File: config.mk
export PLATFORM = sky130hd
export DESIGN_NAME = srta_sysref_trigger
export DESIGN_NICKNAME = d
export VERILOG_FILES = /design/src/include/srta_pkg.sv /design/src/design/srta_sysref_trigger.sv
export VERILOG_INCLUDE_DIRS = /design/src /design/src/include
export SDC_FILE = /design/constraint.sdc
export NUM_CORES = 1
export LEC_CHECK = 0
export ABC_CLOCK_PERIOD_IN_PS = 3100
export BUFFER_PORTS_ARGS = -buffer_cell sky130_fd_sc_hd__buf_2
export CAP_MARGIN = 20
export CORE_MARGIN = 10
export CORE_UTILIZATION = 35
export CTS_BUF_LIST = sky130_fd_sc_hd__clkbuf_8 sky130_fd_sc_hd__clkbuf_16
export DETAILED_ROUTE_END_ITERATION = 10
export HOLD_SLACK_MARGIN = 0.15
export PLACE_DENSITY = 0.61
export SLEW_MARGIN = 20
export SYNTH_ARGS = -nofsm -noshare
export SYNTH_HDL_FRONTEND = slang
export SYNTH_SLANG_ARGS = --single-unit
File: constraint.sdc
create_clock -name clk_sys -period 3.1 [get_ports clk_sys]
set_input_delay 0.31 -clock clk_sys [delete_from_list [all_inputs] [get_ports clk_sys]]
set_output_delay 0.31 -clock clk_sys [all_outputs]
set_load 0.02 [all_outputs]
File: src/include/srta_params.svh
`ifndef SRTA_PARAMS_SVH
`define SRTA_PARAMS_SVH

// Pin function codes and enable levels of the trigger pins, leader select and leader timing.
`define SRTA_GPIO_FUNC_TRIG_IN  8'h21
`define SRTA_GPIO_FUNC_TRIG_OUT 8'h22
`define SRTA_OE_B_OFF           1'h1
`define SRTA_LEADER_ON          1'h1
`define SRTA_TIMING_SECOND_EDGE 1'h0

// Event start latency in SYSREF clock rising edges.
`define SRTA_EDGES_FIRST        2'h1
`define SRTA_EDGES_SECOND       2'h2

// SYSREF modes.
`define SRTA_MODE_CNT_REG       3'h0
`define SRTA_MODE_PP_REG        3'h1
`define SRTA_MODE_CONT_REG      3'h2
`define SRTA_MODE_CONT_GPIO     3'h3
`define SRTA_MODE_CNT_RISE      3'h4
`define SRTA_MODE_CNT_FALL      3'h5
`define SRTA_MODE_CONT_RISE     3'h6
`define SRTA_MODE_CONT_FALL     3'h7

// Default half periods of the internal clocks in system clock cycles.
`define SRTA_FB_HALF_DEF        16
`define SRTA_SR_HALF_DEF        8
`define SRTA_DC_HALF_DEF        2

// Clock indices inside the divider bank.
`define SRTA_IDX_FB             0
`define SRTA_IDX_SR             1
`define SRTA_IDX_DC             2

`endif

File: src/include/srta_pkg.sv
package srta_pkg;

    typedef enum logic [1:0] {
        SRTA_IDLE,
        SRTA_WAIT,
        SRTA_RUN
    } srta_state_t;

    typedef struct packed {
        logic [2:0] sysrefMode;
        logic       todTriggerSel;
        logic       groupLeaderSelect;
        logic       leaderTiming;
        logic [7:0] gpio0Func;
        logic       gpio0OeB;
        logic [7:0] gpio1Func;
        logic       gpio1OeB;
        logic [7:0] pulseCount;
        logic [7:0] pauseCount;
    } srta_trig_cfg_t;

    typedef struct packed {
        logic       internalFeedback;
        logic [7:0] fbPhase;
        logic [7:0] sysrefPhase;
        logic [7:0] devPhase;
        logic [7:0] chanPhase;
    } srta_phase_cfg_t;

endpackage

File: src/design/srta_sysref_trigger.sv
`timescale 1ns/1ns
`default_nettype none
`include "srta_params.svh"
// Function
// - Internal feedback: sync feedback and output dividers.
// - External feedback: feedback divider idle, outputs synced.
// - Feedback matches reference; edges align when locked.
// - First edges after sync coincide by default.
// - All clocks coincide every Nth cycle.
// - Device clock phase adjustable from 0 to 255 system clock cycles.
// - Channel offset shifts SYSREF and device clocks.
// - Non-leader never drives trigger output pin.
// - Timing 0: start on second SYSREF edge.
// - Timing 1: start on first SYSREF edge.
// - Trigger input pin needs function and disable.
// - Leader drives follower triggers on output pin.
// - Leader accepts register or pin asynchronous triggers.
// - Leader trigger serves itself and followers.
// - Mode 4 pin rise starts counted event.
// - Only whole 50/50 SYSREF cycles are emitted.
module srta_sysref_trigger
    import srta_pkg::*;
#(
    parameter int FB_HALF = `SRTA_FB_HALF_DEF,
    parameter int SR_HALF = `SRTA_SR_HALF_DEF,
    parameter int DC_HALF = `SRTA_DC_HALF_DEF
) (
    // Clock and reset
    input  wire logic            clk_sys,
    input  wire logic            rst_b,
    // Configuration and control
    input  wire srta_trig_cfg_t  trigCfg,
    input  wire srta_phase_cfg_t phaseCfg,
    input  wire logic            divSyncReq,
    input  wire logic            initSysref,
    input  wire logic            todCompareEvt,
    // Pins
    input  wire logic            refClkPin,
    input  wire logic            gpio1In,
    // Clocks and trigger out
    output logic                 loopFeedbackClock,
    output logic                 sysrefOut,
    output logic                 internalConverterClock,
    output logic                 fbRefAligned,
    output logic                 gpio0Out,
    output logic                 gpio0Oe,
    output logic                 eventActive
);

    localparam int CNT_W = 16;

    initial begin
        if (FB_HALF < 1 || SR_HALF < 1 || DC_HALF < 1 ||
            FB_HALF >= (1 << CNT_W) || SR_HALF >= (1 << CNT_W) ||
            DC_HALF >= (1 << CNT_W)) begin
            $error("srta_sysref_trigger: half period out of range");
        end
    end

    // ------------------------------------------------------------------
    // Input synchronisers
    // ------------------------------------------------------------------
    logic [1:0] refSync_reg;
    logic [1:0] gpSync_reg;
    logic       refLast_reg;
    logic       gpLast_reg;
    logic       initLast_reg;
    logic       todLast_reg;

    always_ff @(posedge clk_sys or negedge rst_b) begin
        if (!rst_b) begin
            refSync_reg  <= 2'h0;
            gpSync_reg   <= 2'h0;
            refLast_reg  <= 1'h0;
            gpLast_reg   <= 1'h0;
            initLast_reg <= 1'h0;
            todLast_reg  <= 1'h0;
        end else begin
            refSync_reg  <= {refSync_reg[0], refClkPin};
            gpSync_reg   <= {gpSync_reg[0], gpio1In};
            refLast_reg  <= refSync_reg[1];
            gpLast_reg   <= gpSync_reg[1];
            initLast_reg <= initSysref;
            todLast_reg  <= todCompareEvt;
        end
    end

    // ------------------------------------------------------------------
    // Divider bank
    // ------------------------------------------------------------------
    logic [CNT_W-1:0] halfPer [3];
    logic [CNT_W-1:0] delay   [3];
    logic [2:0]       clkRun;
    logic [2:0]       clkLvl_reg;
    logic [2:0]       clkNext;
    logic [2:0]       clkRise;

    assign halfPer[`SRTA_IDX_FB] = CNT_W'(FB_HALF);
    assign halfPer[`SRTA_IDX_SR] = CNT_W'(SR_HALF);
    assign halfPer[`SRTA_IDX_DC] = CNT_W'(DC_HALF);
    assign delay[`SRTA_IDX_FB] = CNT_W'(phaseCfg.fbPhase);
    assign delay[`SRTA_IDX_SR] = CNT_W'(phaseCfg.sysrefPhase) +
                                 CNT_W'(phaseCfg.chanPhase);
    assign delay[`SRTA_IDX_DC] = CNT_W'(phaseCfg.devPhase) +
                                 CNT_W'(phaseCfg.chanPhase);
    assign clkRun[`SRTA_IDX_FB] = phaseCfg.internalFeedback;
    assign clkRun[`SRTA_IDX_SR] = 1'h1;
    assign clkRun[`SRTA_IDX_DC] = 1'h1;

    genvar gi;
    generate
        for (gi = 0; gi < 3; gi++) begin : g_div
            logic [CNT_W-1:0] cnt_reg;
            logic [CNT_W-1:0] wait_reg;
            logic             tick;
            assign tick = clkRun[gi] && wait_reg == '0 &&
                          cnt_reg == halfPer[gi] - CNT_W'(1);
            assign clkNext[gi] = tick ? ~clkLvl_reg[gi] : clkLvl_reg[gi];
            assign clkRise[gi] = tick && !clkLvl_reg[gi];
            // One sync request restarts every divider from a common
            // instant, so edges line up first and every Nth cycle.
            always_ff @(posedge clk_sys or negedge rst_b) begin
                if (!rst_b) begin
                    cnt_reg        <= '0;
                    wait_reg       <= '0;
                    clkLvl_reg[gi] <= 1'h0;
                end else if (divSyncReq || !clkRun[gi]) begin
                    cnt_reg        <= halfPer[gi] - CNT_W'(1);
                    wait_reg       <= delay[gi];
                    clkLvl_reg[gi] <= 1'h0;
                end else if (wait_reg != '0) begin
                    wait_reg <= wait_reg - CNT_W'(1);
                end else begin
                    cnt_reg        <= tick ? '0 : cnt_reg + CNT_W'(1);
                    clkLvl_reg[gi] <= clkNext[gi];
                end
            end
        end
    endgenerate

    // Feedback edge against reference edge, meaningful once locked.
    always_ff @(posedge clk_sys or negedge rst_b) begin
        if (!rst_b) begin
            fbRefAligned <= 1'h0;
        end else if (clkRise[`SRTA_IDX_FB]) begin
            fbRefAligned <= refSync_reg[1] && !refLast_reg;
        end
    end

    // ------------------------------------------------------------------
    // Trigger decode
    // ------------------------------------------------------------------
    logic pinEn;
    logic gpRise;
    logic gpFall;
    logic initRise;
    logic initFall;
    logic todRise;
    logic todFall;
    logic startTrig;
    logic stopTrig;
    logic counted;
    logic pulsePause;
    logic leaderEn;

    assign pinEn = trigCfg.gpio1Func == `SRTA_GPIO_FUNC_TRIG_IN &&
                   trigCfg.gpio1OeB == `SRTA_OE_B_OFF;
    assign gpRise   = pinEn && gpSync_reg[1] && !gpLast_reg;
    assign gpFall   = pinEn && !gpSync_reg[1] && gpLast_reg;
    assign initRise = initSysref && !initLast_reg;
    assign initFall = !initSysref && initLast_reg;
    assign todRise  = todCompareEvt && !todLast_reg;
    assign todFall  = !todCompareEvt && todLast_reg;
    assign leaderEn = trigCfg.groupLeaderSelect == `SRTA_LEADER_ON &&
                      trigCfg.gpio0Func == `SRTA_GPIO_FUNC_TRIG_OUT &&
                      trigCfg.gpio0OeB == `SRTA_OE_B_OFF;

    always_comb begin
        startTrig  = 1'h0;
        stopTrig   = 1'h0;
        counted    = 1'h0;
        pulsePause = 1'h0;
        case (trigCfg.sysrefMode)
            `SRTA_MODE_CNT_REG: begin
                startTrig = initRise;
                counted   = 1'h1;
            end
            `SRTA_MODE_PP_REG: begin
                startTrig  = initRise;
                stopTrig   = initFall;
                pulsePause = 1'h1;
            end
            `SRTA_MODE_CONT_REG: begin
                startTrig = initRise;
                stopTrig  = initFall;
            end
            `SRTA_MODE_CNT_RISE: begin
                startTrig = trigCfg.todTriggerSel ? todRise : gpRise;
                counted   = 1'h1;
            end
            `SRTA_MODE_CNT_FALL: begin
                startTrig = !trigCfg.todTriggerSel && gpFall;
                counted   = 1'h1;
            end
            `SRTA_MODE_CONT_RISE: begin
                startTrig = trigCfg.todTriggerSel ? todRise : gpRise;
                stopTrig  = trigCfg.todTriggerSel ? todFall : gpFall;
            end
            `SRTA_MODE_CONT_FALL: begin
                startTrig = !trigCfg.todTriggerSel && gpFall;
                stopTrig  = !trigCfg.todTriggerSel && gpRise;
            end
            default: begin
                startTrig = 1'h0;
            end
        endcase
    end

    // ------------------------------------------------------------------
    // Event sequencer
    // ------------------------------------------------------------------
    srta_state_t state_reg;
    logic [1:0]  edgeCnt_reg;
    logic [7:0]  pulseCnt_reg;
    logic [7:0]  pauseCnt_reg;
    logic        inPause_reg;
    logic        stopPend_reg;
    logic        srEn_reg;
    logic        srRise;
    logic        burstDone;

    assign srRise = clkRise[`SRTA_IDX_SR];
    assign burstDone = pulseCnt_reg >= trigCfg.pulseCount;

    always_ff @(posedge clk_sys or negedge rst_b) begin
        if (!rst_b) begin
            state_reg    <= SRTA_IDLE;
            edgeCnt_reg  <= 2'h0;
            pulseCnt_reg <= 8'h0;
            pauseCnt_reg <= 8'h0;
            inPause_reg  <= 1'h0;
            stopPend_reg <= 1'h0;
            srEn_reg     <= 1'h0;
        end else begin
            case (state_reg)
                SRTA_IDLE: begin
                    stopPend_reg <= 1'h0;
                    if (startTrig) begin
                        state_reg   <= SRTA_WAIT;
                        edgeCnt_reg <= (trigCfg.leaderTiming ==
                                        `SRTA_TIMING_SECOND_EDGE) ?
                                       `SRTA_EDGES_SECOND :
                                       `SRTA_EDGES_FIRST;
                    end
                end
                SRTA_WAIT: begin
                    if (stopTrig) begin
                        state_reg <= SRTA_IDLE;
                    end else if (srRise) begin
                        if (edgeCnt_reg == `SRTA_EDGES_FIRST) begin
                            state_reg    <= SRTA_RUN;
                            srEn_reg     <= 1'h1;
                            pulseCnt_reg <= 8'h1;
                            inPause_reg  <= 1'h0;
                        end else begin
                            edgeCnt_reg <= edgeCnt_reg - 2'h1;
                        end
                    end
                end
                SRTA_RUN: begin
                    if (stopTrig) begin
                        stopPend_reg <= 1'h1;
                    end
                    // Enable only moves on a rising edge: whole cycles.
                    if (srRise) begin
                        if (stopPend_reg || stopTrig ||
                            (counted && burstDone)) begin
                            srEn_reg  <= 1'h0;
                            state_reg <= SRTA_IDLE;
                        end else if (!pulsePause) begin
                            pulseCnt_reg <= pulseCnt_reg + 8'h1;
                        end else if (!inPause_reg) begin
                            if (burstDone &&
                                trigCfg.pauseCount != 8'h0) begin
                                inPause_reg  <= 1'h1;
                                srEn_reg     <= 1'h0;
                                pauseCnt_reg <= 8'h1;
                            end else if (burstDone) begin
                                pulseCnt_reg <= 8'h1;
                            end else begin
                                pulseCnt_reg <= pulseCnt_reg + 8'h1;
                            end
                        end else if (pauseCnt_reg >= trigCfg.pauseCount) begin
                            inPause_reg  <= 1'h0;
                            srEn_reg     <= 1'h1;
                            pulseCnt_reg <= 8'h1;
                        end else begin
                            pauseCnt_reg <= pauseCnt_reg + 8'h1;
                        end
                    end
                end
                default: begin
                    state_reg <= SRTA_IDLE;
                    srEn_reg  <= 1'h0;
                end
            endcase
        end
    end

    // ------------------------------------------------------------------
    // Follower trigger output
    // ------------------------------------------------------------------
    logic trigArm_reg;

    always_ff @(posedge clk_sys or negedge rst_b) begin
        if (!rst_b) begin
            trigArm_reg <= 1'h0;
            gpio0Out    <= 1'h0;
            gpio0Oe     <= 1'h0;
        end else begin
            gpio0Oe <= leaderEn;
            if (!leaderEn) begin
                trigArm_reg <= 1'h0;
                gpio0Out    <= 1'h0;
            end else if (startTrig && state_reg == SRTA_IDLE) begin
                trigArm_reg <= 1'h1;
            end else if (trigArm_reg && srRise) begin
                trigArm_reg <= 1'h0;
                gpio0Out    <= 1'h1;
            end else if (gpio0Out && ((counted && srRise) || stopTrig)) begin
                gpio0Out <= 1'h0;
            end
        end
    end

    // ------------------------------------------------------------------
    // Clock outputs
    // ------------------------------------------------------------------
    always_ff @(posedge clk_sys or negedge rst_b) begin
        if (!rst_b) begin
            loopFeedbackClock      <= 1'h0;
            sysrefOut              <= 1'h0;
            internalConverterClock <= 1'h0;
            eventActive            <= 1'h0;
        end else begin
            loopFeedbackClock      <= clkLvl_reg[`SRTA_IDX_FB];
            sysrefOut              <= clkLvl_reg[`SRTA_IDX_SR] && srEn_reg;
            internalConverterClock <= clkLvl_reg[`SRTA_IDX_DC];
            eventActive            <= srEn_reg;
        end
    end

endmodule // srta_sysref_trigger
`default_nettype wire

Word level (Yosys, flattened, before mapping)

Index checks and enable logic that the tools add are counted.
Widths: inputs -> output; s select.

Flip-flop bits (word level): 138
Logic and storage cells: 249
Input port bits: 80
Output and inout bits: 7

Bitwise logic cells: 5
Reductions and logical operators: 77
Muxes and demuxes: 86
$lt $le $gt $ge: 2
Eq/ne operators: 38
Add/sub/neg operators: 11

Operator list:

| kind                  | count |
|---|---|
| $mux 16               | 15 |
| $mux 8                | 13 |
| $add 16x1->16 const B | 3 |
| $logic_not 16->1      | 3 |
| $reduce_bool 16->1    | 3 |
| $sub 16x1->16 const B | 3 |
| $mux 1                | 39 |
| $ne 2x2->1 const B    | 15 |
| $logic_and 1x1->1     | 27 |
| $mux 2                | 11 |
| $reduce_bool 2->1     | 10 |
| $add 8x8->9           | 2 |
| $add 8x1->8 const B   | 2 |
| $eq 16x1->1 const B   | 1 |
| $eq 16x3->1 const B   | 1 |
| $eq 16x4->1 const B   | 1 |
| $eq 8x6->1 const B    | 2 |
| $ge 8x8->1            | 2 |
| $ne 4x4->1 const B    | 4 |
| $pmux 8 s2            | 1 |
| $reduce_and 8->1      | 2 |
| $eq 3x3->1 const B    | 4 |
| $logic_not 1->1       | 11 |
| $reduce_and 2->1      | 5 |
| 21 further kinds      | 39 |

Depth between registers and ports, before layout

Word-level depth: 12
Mapped depth: 11
Mapped depth without buffers: 10

Worst setup path before layout

No wires, ideal clock.

Path kind: reg-to-reg
Start point: register g_div[1].wait_reg[0]
End point: register pauseCnt_reg[7]
Setup time: 0.069 ns
Arrival time: 3.005 ns
Period minus slack after synthesis: 3.074 ns
Path buffers: 1
Stages on the path, launching flop included: 11
Data required time: 3.031 ns
Setup slack: 0.026 ns
Path through: dfrtp_1 inv_1 ha_1 or4b_4 or3_4 or4_1 buf_2 nor3b_4 o2111ai_1 or4_1 nand3_1

Cells in the longest elaborated chain, start to end: 4

Ends and longest elaborated chain:

| item                       | RTL line                   | RTL |
|---|---|---|
| start, declared            | srta_sysref_trigger.sv:114 | `logic [CNT_W-1:0] wait_reg;` |
| start signal, assigned     | srta_sysref_trigger.sv:129 | `wait_reg <= delay[gi];` |
| start signal, assigned     | srta_sysref_trigger.sv:132 | `wait_reg <= wait_reg - CNT_W'(1);` |
| $logic_not 16->1           | srta_sysref_trigger.sv:116 | `assign tick = clkRun[gi] && wait_reg == '0 &&` |
| $logic_and 1x1->1          | srta_sysref_trigger.sv:116 |  |
| $logic_and 1x1->1          | srta_sysref_trigger.sv:119 | `assign clkRise[gi] = tick && !clkLvl_reg[gi];` |
| $reduce_and 6->1 (no line) | n/a                        |  |
| end signal, assigned       | srta_sysref_trigger.sv:298 | `pauseCnt_reg <= pauseCnt_reg + 8'h1;` |
| end, declared              | srta_sysref_trigger.sv:225 | `logic [7:0] pauseCnt_reg;` |

Every way passes these cells.
A chain may end at the register's enable or synchronous reset.

Worst setup path after layout

Start point: register g_div[1].wait_reg[0]
End point: register g_div[1].wait_reg[14]

Cells in the longest elaborated chain, start to end: 3
Elaborated cells between the ends (all ways): 5
Classes of those cells: add/sub: 1; mux: 2; reduce/logical: 2

Ends and longest elaborated chain:

| item          | RTL line                   | RTL |
|---|---|---|
| $sub 16x1->16 | srta_sysref_trigger.sv:132 |  |
| $mux 16       | srta_sysref_trigger.sv:131 | `end else if (wait_reg != '0) begin` |
| $mux 16       | srta_sysref_trigger.sv:127 | `end else if (divSyncReq \|\| !clkRun[gi]) begin` |

Several ways; a longest one is shown, not always the timed one. The select of a mux whose other input is x is not followed.

==> run metrics <==
Num CTS Buffers=17; largest net degree at the start of global routing=65; Max Root-Sink Buffers=2; clock skew=9.31 ps; Initial DRC Count=333; final WL=18300 µm; post-route antenna net violation count=0; IO Port Bufs=86; die span in y=173 µm; router iterations before antenna repair=4; Final Max Tran Viols=0; largest family of logic cells by synthesized area=simple AND/OR/NAND/NOR gates; GR Util All Layers=12.5%; Reg clk slew, reported paths=60 ps; Synth Net Count=1036; Max Fclk=337 MHz; Syn Inst Count=909; period utilization=95.8%; Via density=4.98; # clock sinks=138; Post-Synth XOR/XNOR Area=6.75%; worst slew pin tran=727 ps; maximum fanout along the worst path=4; endpoints failing setup=0; VDD IR max=0.000338 V; vias in the first global route=6870; # rows=55; Hold/Removal Path Class=in -> reg; fin crit period=2970 ps; Ports=87; Worst slew margin=51.1%; post-synthesis mux area share=1.78%; CP Class=reg -> reg; core area=22800 µm²; Top FF cell, synth=dfrtp_1; status=finished, final reports clean; EDFF count, synth=0; Residual DRC=0; GR Overflow Total=0; CTS tree=built; GPL Wtd Cong=0.810; Starting Density=35.9%; number of setup buffers added after CTS=0; fraction of layout cells with a size suffix above 1=17.1%; Crit. End Element=register; FF-to-FF setup slack=130 ps; Seq/Total Area, Yosys=42.3%; Area growth syn-to-layout=22.9%; top cells by area, synth=dfrtp_1, ha_1, nand2_1; H-Tree Depth=4; total via count in the routed design=6788; most common cell in the synthesized netlist=dfrtp_1; final setup TNS=0 ps; Simple-Gate Fraction of Synth Area=24.2%; Critical Path AT=3250 ps; initial antenna violation count=0; Fillers=2232; worst skew pair latency=420 ps; P_leak=4.46 nW; clk root buf=clkbuf_16; # placed instances=1317; async set-or-reset flop fraction in the synthesized netlist=100%; Netlist cell types=64; top cell type's share of synthesized area=42.3%; n_diodes=0; Net count, final=1164; Synth Register Bits=138; Avg Inst Size Synth=8.99 µm²; pre-CTS setup slack=1.91 ps; RSZ-0062 raised after global routing=yes; top cells by count, synth=dfrtp_1, nand2_1, nor2_1; final std cells w/o fill=1363; post-DP HPWL=13300 µm; mean routed wirelength per cell=13.4 µm; global-route wire length before repair=32400 µm; data required time of the critical path=3380 ps; Setup WS post-layout=130 ps; cell area power density=541 nW/µm²; Final Hold Fails=0; Post-Synth Adder-Cell Area=7.38%; max_cap viols=0; synth warn=0; die width=173 µm; cell taking the most area after synthesis=dfrtp_1; Compound-Gate Fraction of Synth Area=13.9%; die footprint=29900 µm²; Worst setup SP type=register; mapped cell area=8170 µm²
==> cell usage in the layout (no fill, tap or decap), types with 7 or more instances in the layout <==
cell and n:
nor3_1 38, and3_1 16, o21a_1 7, nand3_1 27
nand4_1 8, buf_2 86, ha_1 44, clkbuf_16 17
nor2_1 87, nand2b_1 20, o21ai_0 44, buf_4 33
o31ai_1 14, xnor2_1 32, nor4_1 17, nor3b_1 8
dfrtp_1 138, nor2b_1 12, inv_1 51, nand2_1 96
mux2i_1 10, dlygate4sd3_1 13, xor2_1 31, nor4b_1 7
or3_1 11, a31oi_1 14, a21oi_1 57, or4_1 9
==> report_power, final <==
| part | internal (mW) | switching, mW | total, mW |
|---|---|---|---|
| Combinational | 0.552 | 0.633 | 1.19 |
| Clock | 1.37 | 0.813 | 2.19 |
| Sequential | 1.94 | 0.123 | 2.06 |
| Total | 3.87 | 1.57 | 5.44 |
==> stage by stage <==
step / hold WS, ps / util (%) / cell area (µm²) / power [mW]
after global routing: 249 / 44.1 / 10000 / 5.77
final: 225 / 44.1 / 10000 / 5.44
after global placement: 335 / 40.4 / 9200 / 3.22
after CTS: 210 / 43.8 / 9970 / 5.48
after detailed placement: 337 / 40.4 / 9200 / 3.24
after floorplan: 14.4 / - / 8170 / 2.85
==> final cells by class <==
class,instances,area [µm²],area share (%)
multi-input cells,693,4500,44.8
inverters,51,191,1.91
repair buffers,136,871,8.67
clock inverters,14,196,1.96
well taps,313,392,3.90
flip-flops and latches,138,3450,34.4
clock buffers,18,439,4.37
==> kinds of logic (layout without fill, tap and decap cells) <==
kind of cell,after synthesis,count (layout)
buf+inv,78,219
flops,138,138
fa+ha+maj,47,47
simple gates,387,387
xor+xnor,63,63
compound gates,182,182
mux,14,14
==> layer usage <==
metal | GRT usage (%) | part of all wire, % | vias up
met3 | 2.61 | 3.3 | 10
met5 | 0 | 0 | -
met4 | 3.49 | 0.81 | 0
li1 | - | - | 3498
met1 | 17.7 | 53 | 3163
met2 | 18.8 | 43 | 117
==> timing repair <==
action / CTS / global route
pin swaps: 0 / 6
hold endpoints to repair: 74 / 0
gates resized for setup: 1 / 15
hold buffers: 13 / 0
setup endpoints to repair: 1 / 25
cloned: 0 / 1
==> worst max-delay path, cell delays in order (launching register included) <==
cell and delay (ps):
dfrtp_1 390, inv_2 80, ha_4 130, or4b_4 450
or3_4 340, buf_4 150, or4_1 420, or4b_2 660
mux2i_1 160, nor2_1 50
==> path summary, 6_finish.rpt <==
path,from,to,depth (start not counted)
worst max register to register,g_div[1].wait_reg[0],g_div[1].wait_reg[14],9
worst min register to register,gpSync_reg[0],gpSync_reg[1],0
max in group asynchronous,rst_b,g_div[1].cnt_reg[12],3
worst min-delay path,phaseCfg[8],g_div[2].wait_reg[0],4
min in group asynchronous,rst_b,g_div[0].wait_reg[0],2
worst max-delay path,g_div[1].wait_reg[0],g_div[1].wait_reg[14],9
Power figures use the tool's default switching activity.
